<file path="src/aols_pkg.sv">
// shared constants and carrier types for the output latency sequencer
package aols_pkg;

  // sample and bus widths
  localparam int SAMPLE_W = 12;
  localparam int APB_ADDR_W = 8;

  // pipeline latency in sampling clock cycles, whole-cycle taps
  localparam int LAT_PRIMARY = 34;
  localparam int LAT_DELAYED = 35;
  // a falling-edge sample sits half a cycle after its rising partner: one extra slot
  localparam int LAT_FALL_EXTRA = 1;
  localparam int LINE_DEPTH = LAT_DELAYED + LAT_FALL_EXTRA;
  // constant output delay, one register stage behind the fifo
  localparam int OUTPUT_DELAY_CYC = 1;
  localparam int FIFO_DEPTH = 8;

  // register byte offsets
  localparam logic [7:0] OFS_CONFIG = 8'h00;
  localparam logic [7:0] OFS_STATUS = 8'h04;
  localparam logic [7:0] OFS_STALLS = 8'h08;

  // config field positions
  localparam int CFG_INTERLEAVE_BIT = 0;
  localparam int CFG_DEMUX_BIT = 1;
  localparam int CFG_EXT_CTRL_BIT = 2;
  localparam int CFG_SEL_LSB = 4;

  // status field positions
  localparam int STS_PRIMED_BIT = 0;
  localparam int STS_FULL_BIT = 1;
  localparam int STS_EMPTY_BIT = 2;
  localparam int STS_SEL_LSB = 4;

  // reset values
  localparam logic RST_INTERLEAVE = 1'b0;
  localparam logic RST_DEMUX = 1'b1;
  localparam logic RST_EXT_CTRL = 1'b0;

  // interleaved input selection; the fourth code is illegal
  typedef enum logic [1:0] {
    interleave_from_i_input,
    interleave_from_q_input,
    interleave_from_both_inputs
  } aols_sel_t;

  // register decode result
  typedef enum logic [1:0] {
    aols_reg_config,
    aols_reg_status,
    aols_reg_stalls,
    aols_reg_none
  } aols_reg_t;

  // one captured slot: rising-edge word and second word, q-rise or a falling edge
  typedef struct packed {
    logic [SAMPLE_W-1:0] rise;
    logic [SAMPLE_W-1:0] other;
  } aols_pair_t;

  // four-bus output word
  typedef struct packed {
    logic [SAMPLE_W-1:0] i_primary;
    logic [SAMPLE_W-1:0] q_primary;
    logic [SAMPLE_W-1:0] i_delayed;
    logic [SAMPLE_W-1:0] q_delayed;
    logic delayed_en;
  } aols_word_t;

  localparam int WORD_W = $bits(aols_word_t);

endpackage : aols_pkg

</file>
<file path="src/aols_fifo.sv">
// parameterised valid/ready fifo for the output word path
module aols_fifo #(
  parameter int WIDTH = 8,
  parameter int DEPTH = 8
) (
  input wire logic core_clk_in,
  input wire logic rst_in,
  input wire logic in_valid_in,
  output logic in_ready_out,
  input wire logic [WIDTH-1:0] in_data_in,
  output logic out_valid_out,
  input wire logic out_ready_in,
  output logic [WIDTH-1:0] out_data_out
);

  localparam int AW = (DEPTH > 1) ? $clog2(DEPTH) : 1;
  localparam int CW = $clog2(DEPTH + 1);
  localparam logic [CW-1:0] FULL_COUNT = CW'(DEPTH);
  localparam logic [AW-1:0] LAST_PTR = AW'(DEPTH - 1);

  typedef struct packed {
    logic [DEPTH-1:0][WIDTH-1:0] mem;
    logic [AW-1:0] wr_ptr;
    logic [AW-1:0] rd_ptr;
    logic [CW-1:0] count;
  } aols_fifo_state_t;

  aols_fifo_state_t state;
  aols_fifo_state_t next_state;
  logic push;
  logic pop;

  // honest flags straight from the occupancy count
  assign in_ready_out = (state.count != FULL_COUNT);
  assign out_valid_out = (state.count != '0);
  assign out_data_out = state.mem[state.rd_ptr];
  assign push = in_valid_in && in_ready_out;
  assign pop = out_valid_out && out_ready_in;

  // pointer and count update
  always_comb begin
    next_state = state;
    if (push) begin
      next_state.mem[state.wr_ptr] = in_data_in;
      next_state.wr_ptr = (state.wr_ptr == LAST_PTR) ? '0 : state.wr_ptr + 1'b1;
    end
    if (pop) begin
      next_state.rd_ptr = (state.rd_ptr == LAST_PTR) ? '0 : state.rd_ptr + 1'b1;
    end
    if (push && !pop) begin
      next_state.count = state.count + 1'b1;
    end else if (pop && !push) begin
      next_state.count = state.count - 1'b1;
    end
  end

  // storage is not cleared on reset, only the pointers and the count
  always_ff @(posedge core_clk_in) begin
    if (rst_in) begin
      state.wr_ptr <= '0;
      state.rd_ptr <= '0;
      state.count <= '0;
      state.mem <= state.mem;
    end else begin
      state <= next_state;
    end
  end

endmodule : aols_fifo

</file>
<file path="src/aols_sequencer.sv">
// converter sample capture, latency delay line and four-bus output sequencer
//
// Contract
// - Normal mode takes one sample per rising clock edge; interleaved mode takes rising and falling samples.
// - Each result leaves on its bus a fixed mode-dependent number of accepted samples after capture, plus a constant output delay.
// - Demux normal mode: primary I/Q carry rising samples 34 cycles old, delayed I/Q carry them 35 cycles old.
// - Demux interleaved: rising samples on primary I at 34 and delayed I at 35, falling on primary Q at 34.5 and delayed Q at 35.5.
// - Non-demux mode drives only primary I and Q (Q at 34.5 when interleaved) and leaves both delayed buses undriven.
// - Q-input selection in interleaved mode is honoured only with extended control mode; otherwise the I input is used.
// - Two configurations exist: two channels at base rate, or one interleaved channel at twice that rate.
// - Interleaved mode offers I only, Q only or both inputs, with I only as the default.
//
// The APB register port and the register addresses were left to the implementer.
module aols_sequencer
  import aols_pkg::*;
#(
  parameter int SAMPLE_WIDTH = SAMPLE_W,
  parameter int DEPTH_WORDS = FIFO_DEPTH
) (
  input wire logic core_clk_in,
  input wire logic rst_in,
  // apb slave
  input wire logic psel_in,
  input wire logic penable_in,
  input wire logic pwrite_in,
  input wire logic [APB_ADDR_W-1:0] paddr_in,
  input wire logic [31:0] pwdata_in,
  output logic [31:0] prdata_out,
  output logic pready_out,
  output logic pslverr_out,
  // converter core samples, same clock
  input wire logic sample_valid_in,
  input wire logic [SAMPLE_W-1:0] i_rise_in,
  input wire logic [SAMPLE_W-1:0] i_fall_in,
  input wire logic [SAMPLE_W-1:0] q_rise_in,
  input wire logic [SAMPLE_W-1:0] q_fall_in,
  output logic sample_ready_out,
  // output buses toward the capture logic
  output logic [SAMPLE_W-1:0] i_primary_bus_out,
  output logic [SAMPLE_W-1:0] q_primary_bus_out,
  output logic [SAMPLE_W-1:0] i_delayed_bus_out,
  output logic [SAMPLE_W-1:0] q_delayed_bus_out,
  output logic i_delayed_oe_n_out,
  output logic q_delayed_oe_n_out,
  output logic bus_valid_out,
  input wire logic bus_ready_in
);

  localparam int FILL_W = $clog2(LINE_DEPTH + 1);
  localparam logic [FILL_W-1:0] FILL_DONE = FILL_W'(LINE_DEPTH);

  ////////////////////////////////////////////////////////////////////////////
  // state

  typedef struct packed {
    logic interleave;
    logic demux;
    logic ext_ctrl;
    logic [1:0] sel_raw;
    aols_pair_t [LINE_DEPTH-1:0] line;
    logic [FILL_W-1:0] fill;
    logic [31:0] stalls;
    aols_word_t out_word;
    logic out_valid;
    logic delayed_oe_n;
    logic ready;
    logic pready;
    logic pslverr;
    logic [31:0] prdata;
  } aols_state_t;

  aols_state_t state;
  aols_state_t next_state;

  logic fifo_in_ready;
  logic fifo_out_valid;
  logic [WORD_W-1:0] fifo_out_data;
  logic fifo_push;
  aols_word_t push_word;
  aols_sel_t sel_eff;
  aols_pair_t captured;
  logic advance;
  logic primed;

  ////////////////////////////////////////////////////////////////////////////
  // helpers

  // register decode, shared by read and write paths
  function automatic aols_reg_t aols_decode(input logic [APB_ADDR_W-1:0] addr);
    aols_reg_t r;
    r = aols_reg_none;
    if (addr == APB_ADDR_W'(OFS_CONFIG)) begin
      r = aols_reg_config;
    end else if (addr == APB_ADDR_W'(OFS_STATUS)) begin
      r = aols_reg_status;
    end else if (addr == APB_ADDR_W'(OFS_STALLS)) begin
      r = aols_reg_stalls;
    end
    return r;
  endfunction : aols_decode

  // the q input is refused without extended control; illegal code falls back to i
  always_comb begin
    sel_eff = interleave_from_i_input;
    if (state.ext_ctrl) begin
      unique case (state.sel_raw)
        2'h1: sel_eff = interleave_from_q_input;
        2'h2: sel_eff = interleave_from_both_inputs;
        default: sel_eff = interleave_from_i_input;
      endcase
    end
  end

  ////////////////////////////////////////////////////////////////////////////
  // sample capture

  // rise slot always from a rising edge; other slot is q-rise or a falling edge
  always_comb begin
    captured.rise = i_rise_in;
    captured.other = q_rise_in;
    if (state.interleave) begin
      unique case (sel_eff)
        interleave_from_i_input: begin
          captured.rise = i_rise_in;
          captured.other = i_fall_in;
        end
        interleave_from_q_input: begin
          captured.rise = q_rise_in;
          captured.other = q_fall_in;
        end
        interleave_from_both_inputs: begin
          // both inputs carry the same signal, rising from i and falling from q
          captured.rise = i_rise_in;
          captured.other = q_fall_in;
        end
      endcase
    end
  end

  // a full fifo stalls the line, so latency holds only while the drain keeps up
  assign advance = sample_valid_in && fifo_in_ready;
  assign primed = (state.fill == FILL_DONE);
  assign fifo_push = advance && primed;

  ////////////////////////////////////////////////////////////////////////////
  // latency taps

  // line[k] holds the slot captured k+1 advances before this one
  always_comb begin
    push_word.i_primary = state.line[LAT_PRIMARY-1].rise;
    push_word.i_delayed = state.line[LAT_DELAYED-1].rise;
    push_word.q_primary = state.line[LAT_PRIMARY-1].other;
    push_word.q_delayed = state.line[LAT_DELAYED-1].other;
    if (state.interleave) begin
      // falling samples trail by half a cycle, one slot further back
      push_word.q_primary = state.line[LAT_PRIMARY-1+LAT_FALL_EXTRA].other;
      push_word.q_delayed = state.line[LAT_DELAYED-1+LAT_FALL_EXTRA].other;
    end
    push_word.delayed_en = state.demux;
    if (!state.demux) begin
      push_word.i_delayed = '0;
      push_word.q_delayed = '0;
    end
  end

  ////////////////////////////////////////////////////////////////////////////
  // next state

  always_comb begin
    next_state = state;

    // delay line shifts once per accepted sample
    if (advance) begin
      next_state.line = {state.line[LINE_DEPTH-2:0], captured};
      if (!primed) begin
        next_state.fill = state.fill + 1'b1;
      end
    end

    // samples offered while stalled are lost; count them
    if (sample_valid_in && !fifo_in_ready) begin
      next_state.stalls = state.stalls + 32'h0000_0001;
    end
    next_state.ready = fifo_in_ready;

    // output register is the constant output delay stage
    if (!state.out_valid || bus_ready_in) begin
      next_state.out_valid = fifo_out_valid;
      if (fifo_out_valid) begin
        next_state.out_word = aols_word_t'(fifo_out_data);
      end
    end
    // delayed buses float unless a valid demux word stands; kept in a flop so the pin is glitch free
    next_state.delayed_oe_n = !(next_state.out_valid && next_state.out_word.delayed_en);

    // apb: one wait state, then pready for exactly one cycle
    next_state.pready = 1'b0;
    next_state.pslverr = 1'b0;
    if (psel_in && penable_in && !state.pready) begin
      next_state.pready = 1'b1;
      next_state.prdata = 32'h0000_0000;
      unique case (aols_decode(paddr_in))
        aols_reg_config: begin
          next_state.prdata[CFG_INTERLEAVE_BIT] = state.interleave;
          next_state.prdata[CFG_DEMUX_BIT] = state.demux;
          next_state.prdata[CFG_EXT_CTRL_BIT] = state.ext_ctrl;
          next_state.prdata[CFG_SEL_LSB+:2] = state.sel_raw;
        end
        aols_reg_status: begin
          next_state.prdata[STS_PRIMED_BIT] = primed;
          next_state.prdata[STS_FULL_BIT] = !fifo_in_ready;
          next_state.prdata[STS_EMPTY_BIT] = !fifo_out_valid;
          next_state.prdata[STS_SEL_LSB+:2] = sel_eff;
        end
        aols_reg_stalls: next_state.prdata = state.stalls;
        aols_reg_none: next_state.pslverr = 1'b1;
      endcase
    end

    // writes land on the edge where the master sees pready
    if (psel_in && penable_in && state.pready && pwrite_in) begin
      unique case (aols_decode(paddr_in))
        aols_reg_config: begin
          next_state.interleave = pwdata_in[CFG_INTERLEAVE_BIT];
          next_state.demux = pwdata_in[CFG_DEMUX_BIT];
          next_state.ext_ctrl = pwdata_in[CFG_EXT_CTRL_BIT];
          next_state.sel_raw = pwdata_in[CFG_SEL_LSB+:2];
        end
        aols_reg_stalls: next_state.stalls = 32'h0000_0000;
        aols_reg_status: next_state.stalls = next_state.stalls;
        aols_reg_none: next_state.stalls = next_state.stalls;
      endcase
      // an overflow in the clearing cycle survives the clear
      if (aols_decode(paddr_in) == aols_reg_stalls && sample_valid_in && !fifo_in_ready) begin
        next_state.stalls = 32'h0000_0001;
      end
    end
  end

  ////////////////////////////////////////////////////////////////////////////
  // registers

  always_ff @(posedge core_clk_in) begin
    if (rst_in) begin
      state <= '0;
      state.interleave <= RST_INTERLEAVE;
      state.demux <= RST_DEMUX;
      state.ext_ctrl <= RST_EXT_CTRL;
      state.sel_raw <= 2'h0;
      state.delayed_oe_n <= 1'b1;
    end else begin
      state <= next_state;
    end
  end

  ////////////////////////////////////////////////////////////////////////////
  // fifo between delay line and output register

  aols_fifo #(
    .WIDTH(WORD_W),
    .DEPTH(DEPTH_WORDS)
  ) u_fifo (
    .core_clk_in(core_clk_in),
    .rst_in(rst_in),
    .in_valid_in(fifo_push),
    .in_ready_out(fifo_in_ready),
    .in_data_in(push_word),
    .out_valid_out(fifo_out_valid),
    .out_ready_in(!state.out_valid || bus_ready_in),
    .out_data_out(fifo_out_data)
  );

  ////////////////////////////////////////////////////////////////////////////
  // outputs, all from state flops

  assign prdata_out = state.prdata;
  assign pready_out = state.pready;
  assign pslverr_out = state.pslverr;
  assign sample_ready_out = state.ready;
  assign bus_valid_out = state.out_valid;
  assign i_primary_bus_out = state.out_word.i_primary;
  assign q_primary_bus_out = state.out_word.q_primary;
  assign i_delayed_bus_out = state.out_word.i_delayed;
  assign q_delayed_bus_out = state.out_word.q_delayed;
  // undriven delayed buses in non-demux mode
  assign i_delayed_oe_n_out = state.delayed_oe_n;
  assign q_delayed_oe_n_out = state.delayed_oe_n;

endmodule : aols_sequencer

</file>
<file path="config.mk">
export PLATFORM = sky130hd
export DESIGN_NAME = aols_sequencer
export DESIGN_NICKNAME = d
export VERILOG_FILES = /design/src/aols_pkg.sv /design/src/aols_fifo.sv /design/src/aols_sequencer.sv
export SDC_FILE = /design/constraint.sdc
export NUM_CORES = 2
export LEC_CHECK = 0
export BUFFER_PORTS_ARGS = -buffer_cell sky130_fd_sc_hd__buf_2
export CAP_MARGIN = 10
export CELL_PAD_IN_SITES_DETAIL_PLACEMENT = 1
export CELL_PAD_IN_SITES_GLOBAL_PLACEMENT = 2
export CORE_MARGIN = 2
export CORE_UTILIZATION = 40
export DETAILED_ROUTE_END_ITERATION = 10
export PLACE_DENSITY_LB_ADDON = 0.1
export RECOVER_POWER = 25
export SLEW_MARGIN = 20
export SYNTH_ARGS = -nofsm -noshare
export SYNTH_HDL_FRONTEND = slang
export SYNTH_SLANG_ARGS = --single-unit
</file>
<file path="constraint.sdc">
create_clock -name core_clk_in -period 11.84 [get_ports core_clk_in]
set_input_delay 1.776 -clock core_clk_in [delete_from_list [all_inputs] [get_ports core_clk_in]]
set_output_delay 1.776 -clock core_clk_in [all_outputs]
set_load 0.1 [all_outputs]
</file>
# Yosys cells after proc, flatten, opt, wreduce, memory -nomap -nowiden
# Cells that the tools add are included.
dict set report totals {
  reg_bits 1383
  input_bits 95
  out_inout_bits 86
  wordCells 192
}
dict set report op_classes {
  n_addsub 6
  n_lt_le_gt_ge 3
  n_eq_ne 14
  muxes 33
  n_bitwise 3
  n_reduce_logical 34
}
# op count
set op_table {}
lappend op_table {{$bwmux W392} 1}
lappend op_table {{$bmux W49 S3} 1}
lappend op_table {{$demux W49 S3} 1}
lappend op_table {{$mux W32} 4}
lappend op_table {{$mux W49} 2}
lappend op_table {{$pmux W24 S3} 1}
lappend op_table {{$mux W24} 2}
lappend op_table {{$mux W34} 1}
lappend op_table {{$add A32 B1 Y32 const B} 1}
lappend op_table {{$mux W26} 1}
lappend op_table {{$mux W12} 2}
lappend op_table {{$logic_and A1 B1 Y1} 15}
lappend op_table {{$mux W2} 6}
lappend op_table {{$eq A2 B2 Y1 const B} 5}
lappend op_table {{$pmux W3 S3} 1}
lappend op_table {{$eq A8 B3 Y1 const B} 1}
lappend op_table {{$eq A8 B4 Y1 const B} 1}
lappend op_table {{$logic_not A8 Y1} 1}
lappend op_table {{$lt A3 B4 Y1 const B} 2}
lappend op_table {{$mux W4} 2}
lappend op_table {{$reduce_and A2 Y1} 4}
lappend op_table {{$logic_not A1 Y1} 7}
lappend op_table {{$add A3 B1 Y3 const B} 2}
lappend op_table {{$add A6 B1 Y6 const B} 1}
lappend op_table {{other kinds (17)} 28}

# Depth between registers and ports, before layout
dict set report logic_depth {
  word_depth 10
  ltp_mapped 12
  mapped_depth_nobuf 12
}

# Modules after synthesis
# Synthesis repeated with hierarchy kept, for this count alone.
dict set report hier_totals {
  hier_cells 5121
  area_unflattened_um2 50941.4
}
# mod n_inst cells_per_inst area_per_inst_um2 seq_area_each_um2
set modules_own_cells {}
lappend modules_own_cells {aols_sequencer 1 4480 35256.3 19638.8}
lappend modules_own_cells {aols_fifo 1 641 15685.0 11971.5}

# Least setup slack after synthesis
# Ideal clock, no wire load.
dict set report synth_path {
  kind {input -> register}
  from {input port sample_valid_in}
  to {register u_fifo.state[304] in the netlist's numbering (enable)}
  arrival_ns 6.924
  t_required_ns 11.263
  slack_ns 4.338
  stages 3
  n_path_buf 1
  cell_sequence {clkbuf_1 > nand4_1 > nor4_1}
}
dict set report synth_via {
  elab_chain_cells 4
}
# element line
set synth_rtl {}
lappend synth_rtl {{start: declaration} aols_sequencer.sv:32} ;# input wire logic sample_valid_in,
lappend synth_rtl {{$logic_and A1 B1 Y1} aols_sequencer.sv:141} ;# assign advance = sample_valid_in && fifo_in_ready;
lappend synth_rtl {{$logic_and A1 B1 Y1} aols_sequencer.sv:143} ;# assign fifo_push = advance && primed;
lappend synth_rtl {{$logic_and A1 B1 Y1} aols_fifo.sv:37} ;# assign push = in_valid_in && in_ready_out;
lappend synth_rtl {{$reduce_and A2 Y1 (no source line)} --}
lappend synth_rtl {{end signal: assignment} aols_fifo.sv:65} ;# state <= next_state;
lappend synth_rtl {{end: declaration} aols_fifo.sv:28} ;# aols_fifo_state_t state;
# Every way passes these cells.
# A chain may end at the register's enable or synchronous reset.

# Final worst setup path
dict set report layout_path {
  from {input port rst_in}
  to {register u_fifo.state[179] in the netlist's numbering (enable)}
}
dict set report layout_via {
  elab_chain_cells 2
}
# element line
set layout_rtl {}
lappend layout_rtl {{start: declaration} aols_sequencer.sv:21} ;# input wire logic rst_in,
lappend layout_rtl {{$not A1 Y1 (no source line)} --}
lappend layout_rtl {{$reduce_and A2 Y1 (no source line)} --}
# Every way passes these cells.

==> results.py <==
metrics = {
    "min_path": {
        "hp-class": "register to register",
        "min_path_cells": 2,
    },
    "detailed_routing": {
        "via_count": 34000,
        "first_pass_iters": 5,
        "initialDrtViolationCount": 2286,
        "wire_per_inst_um": 16.3,
        "avgViaCountPerCell": 5.06,
        "drc": 0,
        "drtAntennaViolNets": 0,
        "wirelength_um": 110000,
    },
    "grt": {
        "grt_usage": 0.169,
        "busiest_layer": "met2",
        "gr-usage-met1": 0.226,
        "grt_max_degree": 217,
        "overflow": 0,
        "grt_pass1_vias": 33600,
        "grt_pass1_wl_um": 180000,
        "gr-usage-met2": 0.273,
        "antenna_found_initial": 2,
        "use_met3": 0.0409,
    },
    "clock_network": {
        "cts_sinks": 1383,
        "cts_hold_buffers": 0,
        "numCtsBuffers": 151,
        "clockBufferDepth": 3,
        "cts-root-buf": "clkbuf_16",
        "clkTransAtPathRegs_ns": 0.06,
        "clock_latency_ns": 0.77,
        "cts_resized": 0,
        "htree_num_levels": 4,
        "cts_tree": "yes",
        "postCtsSetupBuffers": 0,
    },
    "synth": {
        "avgSynthCellArea_um2": 9.97,
        "synth_cell_types": 54,
        "ys_warn_count": 0,
        "synth_edf_count": 392,
        "synthCells": 5060,
        "yosysSeqAreaShare": 0.627,
        "ys_ff_latch": 1383,
        "syn_nets": 5168,
        "async_flop_share": 0,
        "synth_flop_cell": "dfxtp_1",
        "netlist_area_um2": 50400,
    },
    "floorplanning": {
        "core_area_um2": 125000,
        "die_h_um": 359,
        "core.rowCount": 130,
        "ios": 181,
        "die_x_um": 359,
        "die_area_um2": 129000,
        "start_util": 0.402,
    },
    "timing": {
        "skew_ns": 0.0232,
        "worstMarginPinSlew_ns": 3.66,
        "slew_viol_final": 140,
        "fin_crit_sh": 0.556,
        "timing.max_slew.rel_slack": -1.44,
        "finalCriticalPeriod_ns": 6.58,
        "rsz0062_at_grt": "no",
        "fin_setup_tns_ns": 0,
        "fmaxAchievable_mhz": 152,
        "hold_violations": 0,
        "finalSetupViolCount": 0,
    },
    "outcome": {
        "violations": "max-capacitance violations, max-slew violations",
        "status": "finished, violations left",
    },
    "power": {
        "switchingPower_w": 0.00350,
        "power.share.clock": 0.405,
        "pwr_density_cell_nw_per_um2": 205,
        "seqPwrFrac": 0.436,
        "internal_power_w": 0.00815,
        "ir_worst_vdd_mv": 0.151,
        "switching_share": 0.301,
        "pwr-share-comb": 0.158,
        "p_total_w": 0.0117,
        "power.leakage_nw": 17.7,
    },
    "cells_and_area": {
        "layout-drive-gt1-share": 0.107,
        "final_nets": 5069,
        "syn_to_final_growth_pct": 12.6,
    },
    "placed_design": {
        "dp_hpwl_um": 57900,
        "place_congestion": 0.698,
        "port_buffers": 153,
    },
    "setup_path": {
        "end_kind": "register",
        "path_class": "input port to register",
        "worstPathRequired_ns": 12.23,
        "worstPathMaxFanout": 74,
        "critPathLaunchType": "input port",
        "reg2regPathDepth": 5,
        "crit_arrival_ns": 6.97,
    },
    "job": {
        "maxCapViolCount": 3,
    },
}
[kinds of logic (layout without fill, tap and decap cells)]
kind of cell | count (synthesis) | after routing | share of synthesized area
compound gates | 1029 | 1029 | 0.111
xor+xnor | 13 | 13 | 0.00226
fa+ha+maj | 13 | 13 | 0.00337
buf+inv | 465 | 485 | 0.0407
flops | 1383 | 1383 | 0.627
mux | 184 | 184 | 0.0612
other cells | 0 | 1 | 0
simple gates | 1973 | 1973 | 0.155
[critical path, cell delays in order]
cell,delay (ns)
clkbuf_1,2.51
inv_1,1.06
clkbuf_1,0.58
nand3_1,0.39
nor3b_2,0.08
buf_4,0.41
[cell usage in the layout (no fill, tap or decap), types with 33 or more instances in the layout]
master	instances
a211oi_1	49
a21oi_1	866
a22oi_1	39
buf_2	152
buf_4	33
clkbuf_1	47
clkbuf_16	152
dfxtp_1	987
edfxtp_1	392
mux2i_1	73
mux4_2	98
nand2_1	1689
nor2_1	131
[cells in the mapped netlist (all sizes together) (3+ instances only)]
cell	n	area (um2)
nand2	1690	6340
dfxtp	991	19800
a21oi	866	4330
edfxtp	392	11800
clkbuf	355	1330
nor2	133	499
mux4	98	2210
buf	95	662
mux2i	73	731
a211oi	49	368
a22oi	39	293
and2	18	113
or4	18	135
nand4	16	100
inv	15	56.3
nor2b	15	93.8
nor3	15	75.1
o31ai	15	113
nand3	14	70.1
mux2	13	146
o21ai	13	65.1
a2111oi	12	105
a221oi	12	105
a31o	12	105
ha	12	150
or3	11	68.8
nand2b	9	56.3
xor2	9	78.8
and4	8	70.1
and3	5	31.3
nor4	5	31.3
and3b	4	35.0
xnor2	4	35.0
nor3b	3	22.5
or2	3	18.8
[routing by layer]
layer	up-vias	wire length, um
li1	16900	-
met1	16500	52300
met2	428	50300
met3	168	5080
met4	0	2140
met5	-	0
[power groups by stage]
stage                     combinational [W]  clock, W  sequential [W]
after floorplan                     0.00163         0         0.00513
after global placement              0.00189         0         0.00519
after detailed placement            0.00190         0         0.00519
after CTS                           0.00190   0.00489         0.00509
after global routing                0.00201   0.00507         0.00511
final                               0.00185   0.00472         0.00508
[worst paths after layout]
| path | startpoint | to | slack, ns |
|---|---|---|---|
| worst min register to register | state[826] | state[850] | 0.43 |
| worst max-delay path | rst_in | u_fifo.state[179] | 5.26 |
| worst max register to register | state[992] | state[131] | 7.59 |
| worst min-delay path | state[826] | state[850] | 0.43 |
[flip-flops by register name (all words and copies together) (netlist names), 12 cells and up]
register and cells:
state 883, u_fifo.state 402, prdata_out 32, push_word 13, i_delayed_bus_out 12, i_primary_bus_out 12, q_delayed_bus_out 12, q_primary_bus_out 12
[final cells by class]
class	count	area, um2
inverters	15	56.3
clock buffers	219	4310
well taps	1650	2060
multi-input cells	3212	16800
repair buffers	198	1180
flip-flops and latches	1383	31600
clock inverters	53	719
diodes	1	2.50
fillers	13800	68600
[stage by stage]
stage          hold WS, ns  std cells   util  setup slack (ns)  area, um2
2_1_floorplan        0.432       5060      -              4.34      50400
3_3_place_gp         0.438       6457  0.413              6.57      51800
3_5_place_dp         0.443       6457  0.413              6.56      51800
4_1_cts              0.430       6729  0.453              7.39      56800
5_1_grt              0.442       6730  0.453              4.63      56800
6_report             0.428       6731  0.453              5.26      56800
(Power assumes the default switching activity.)
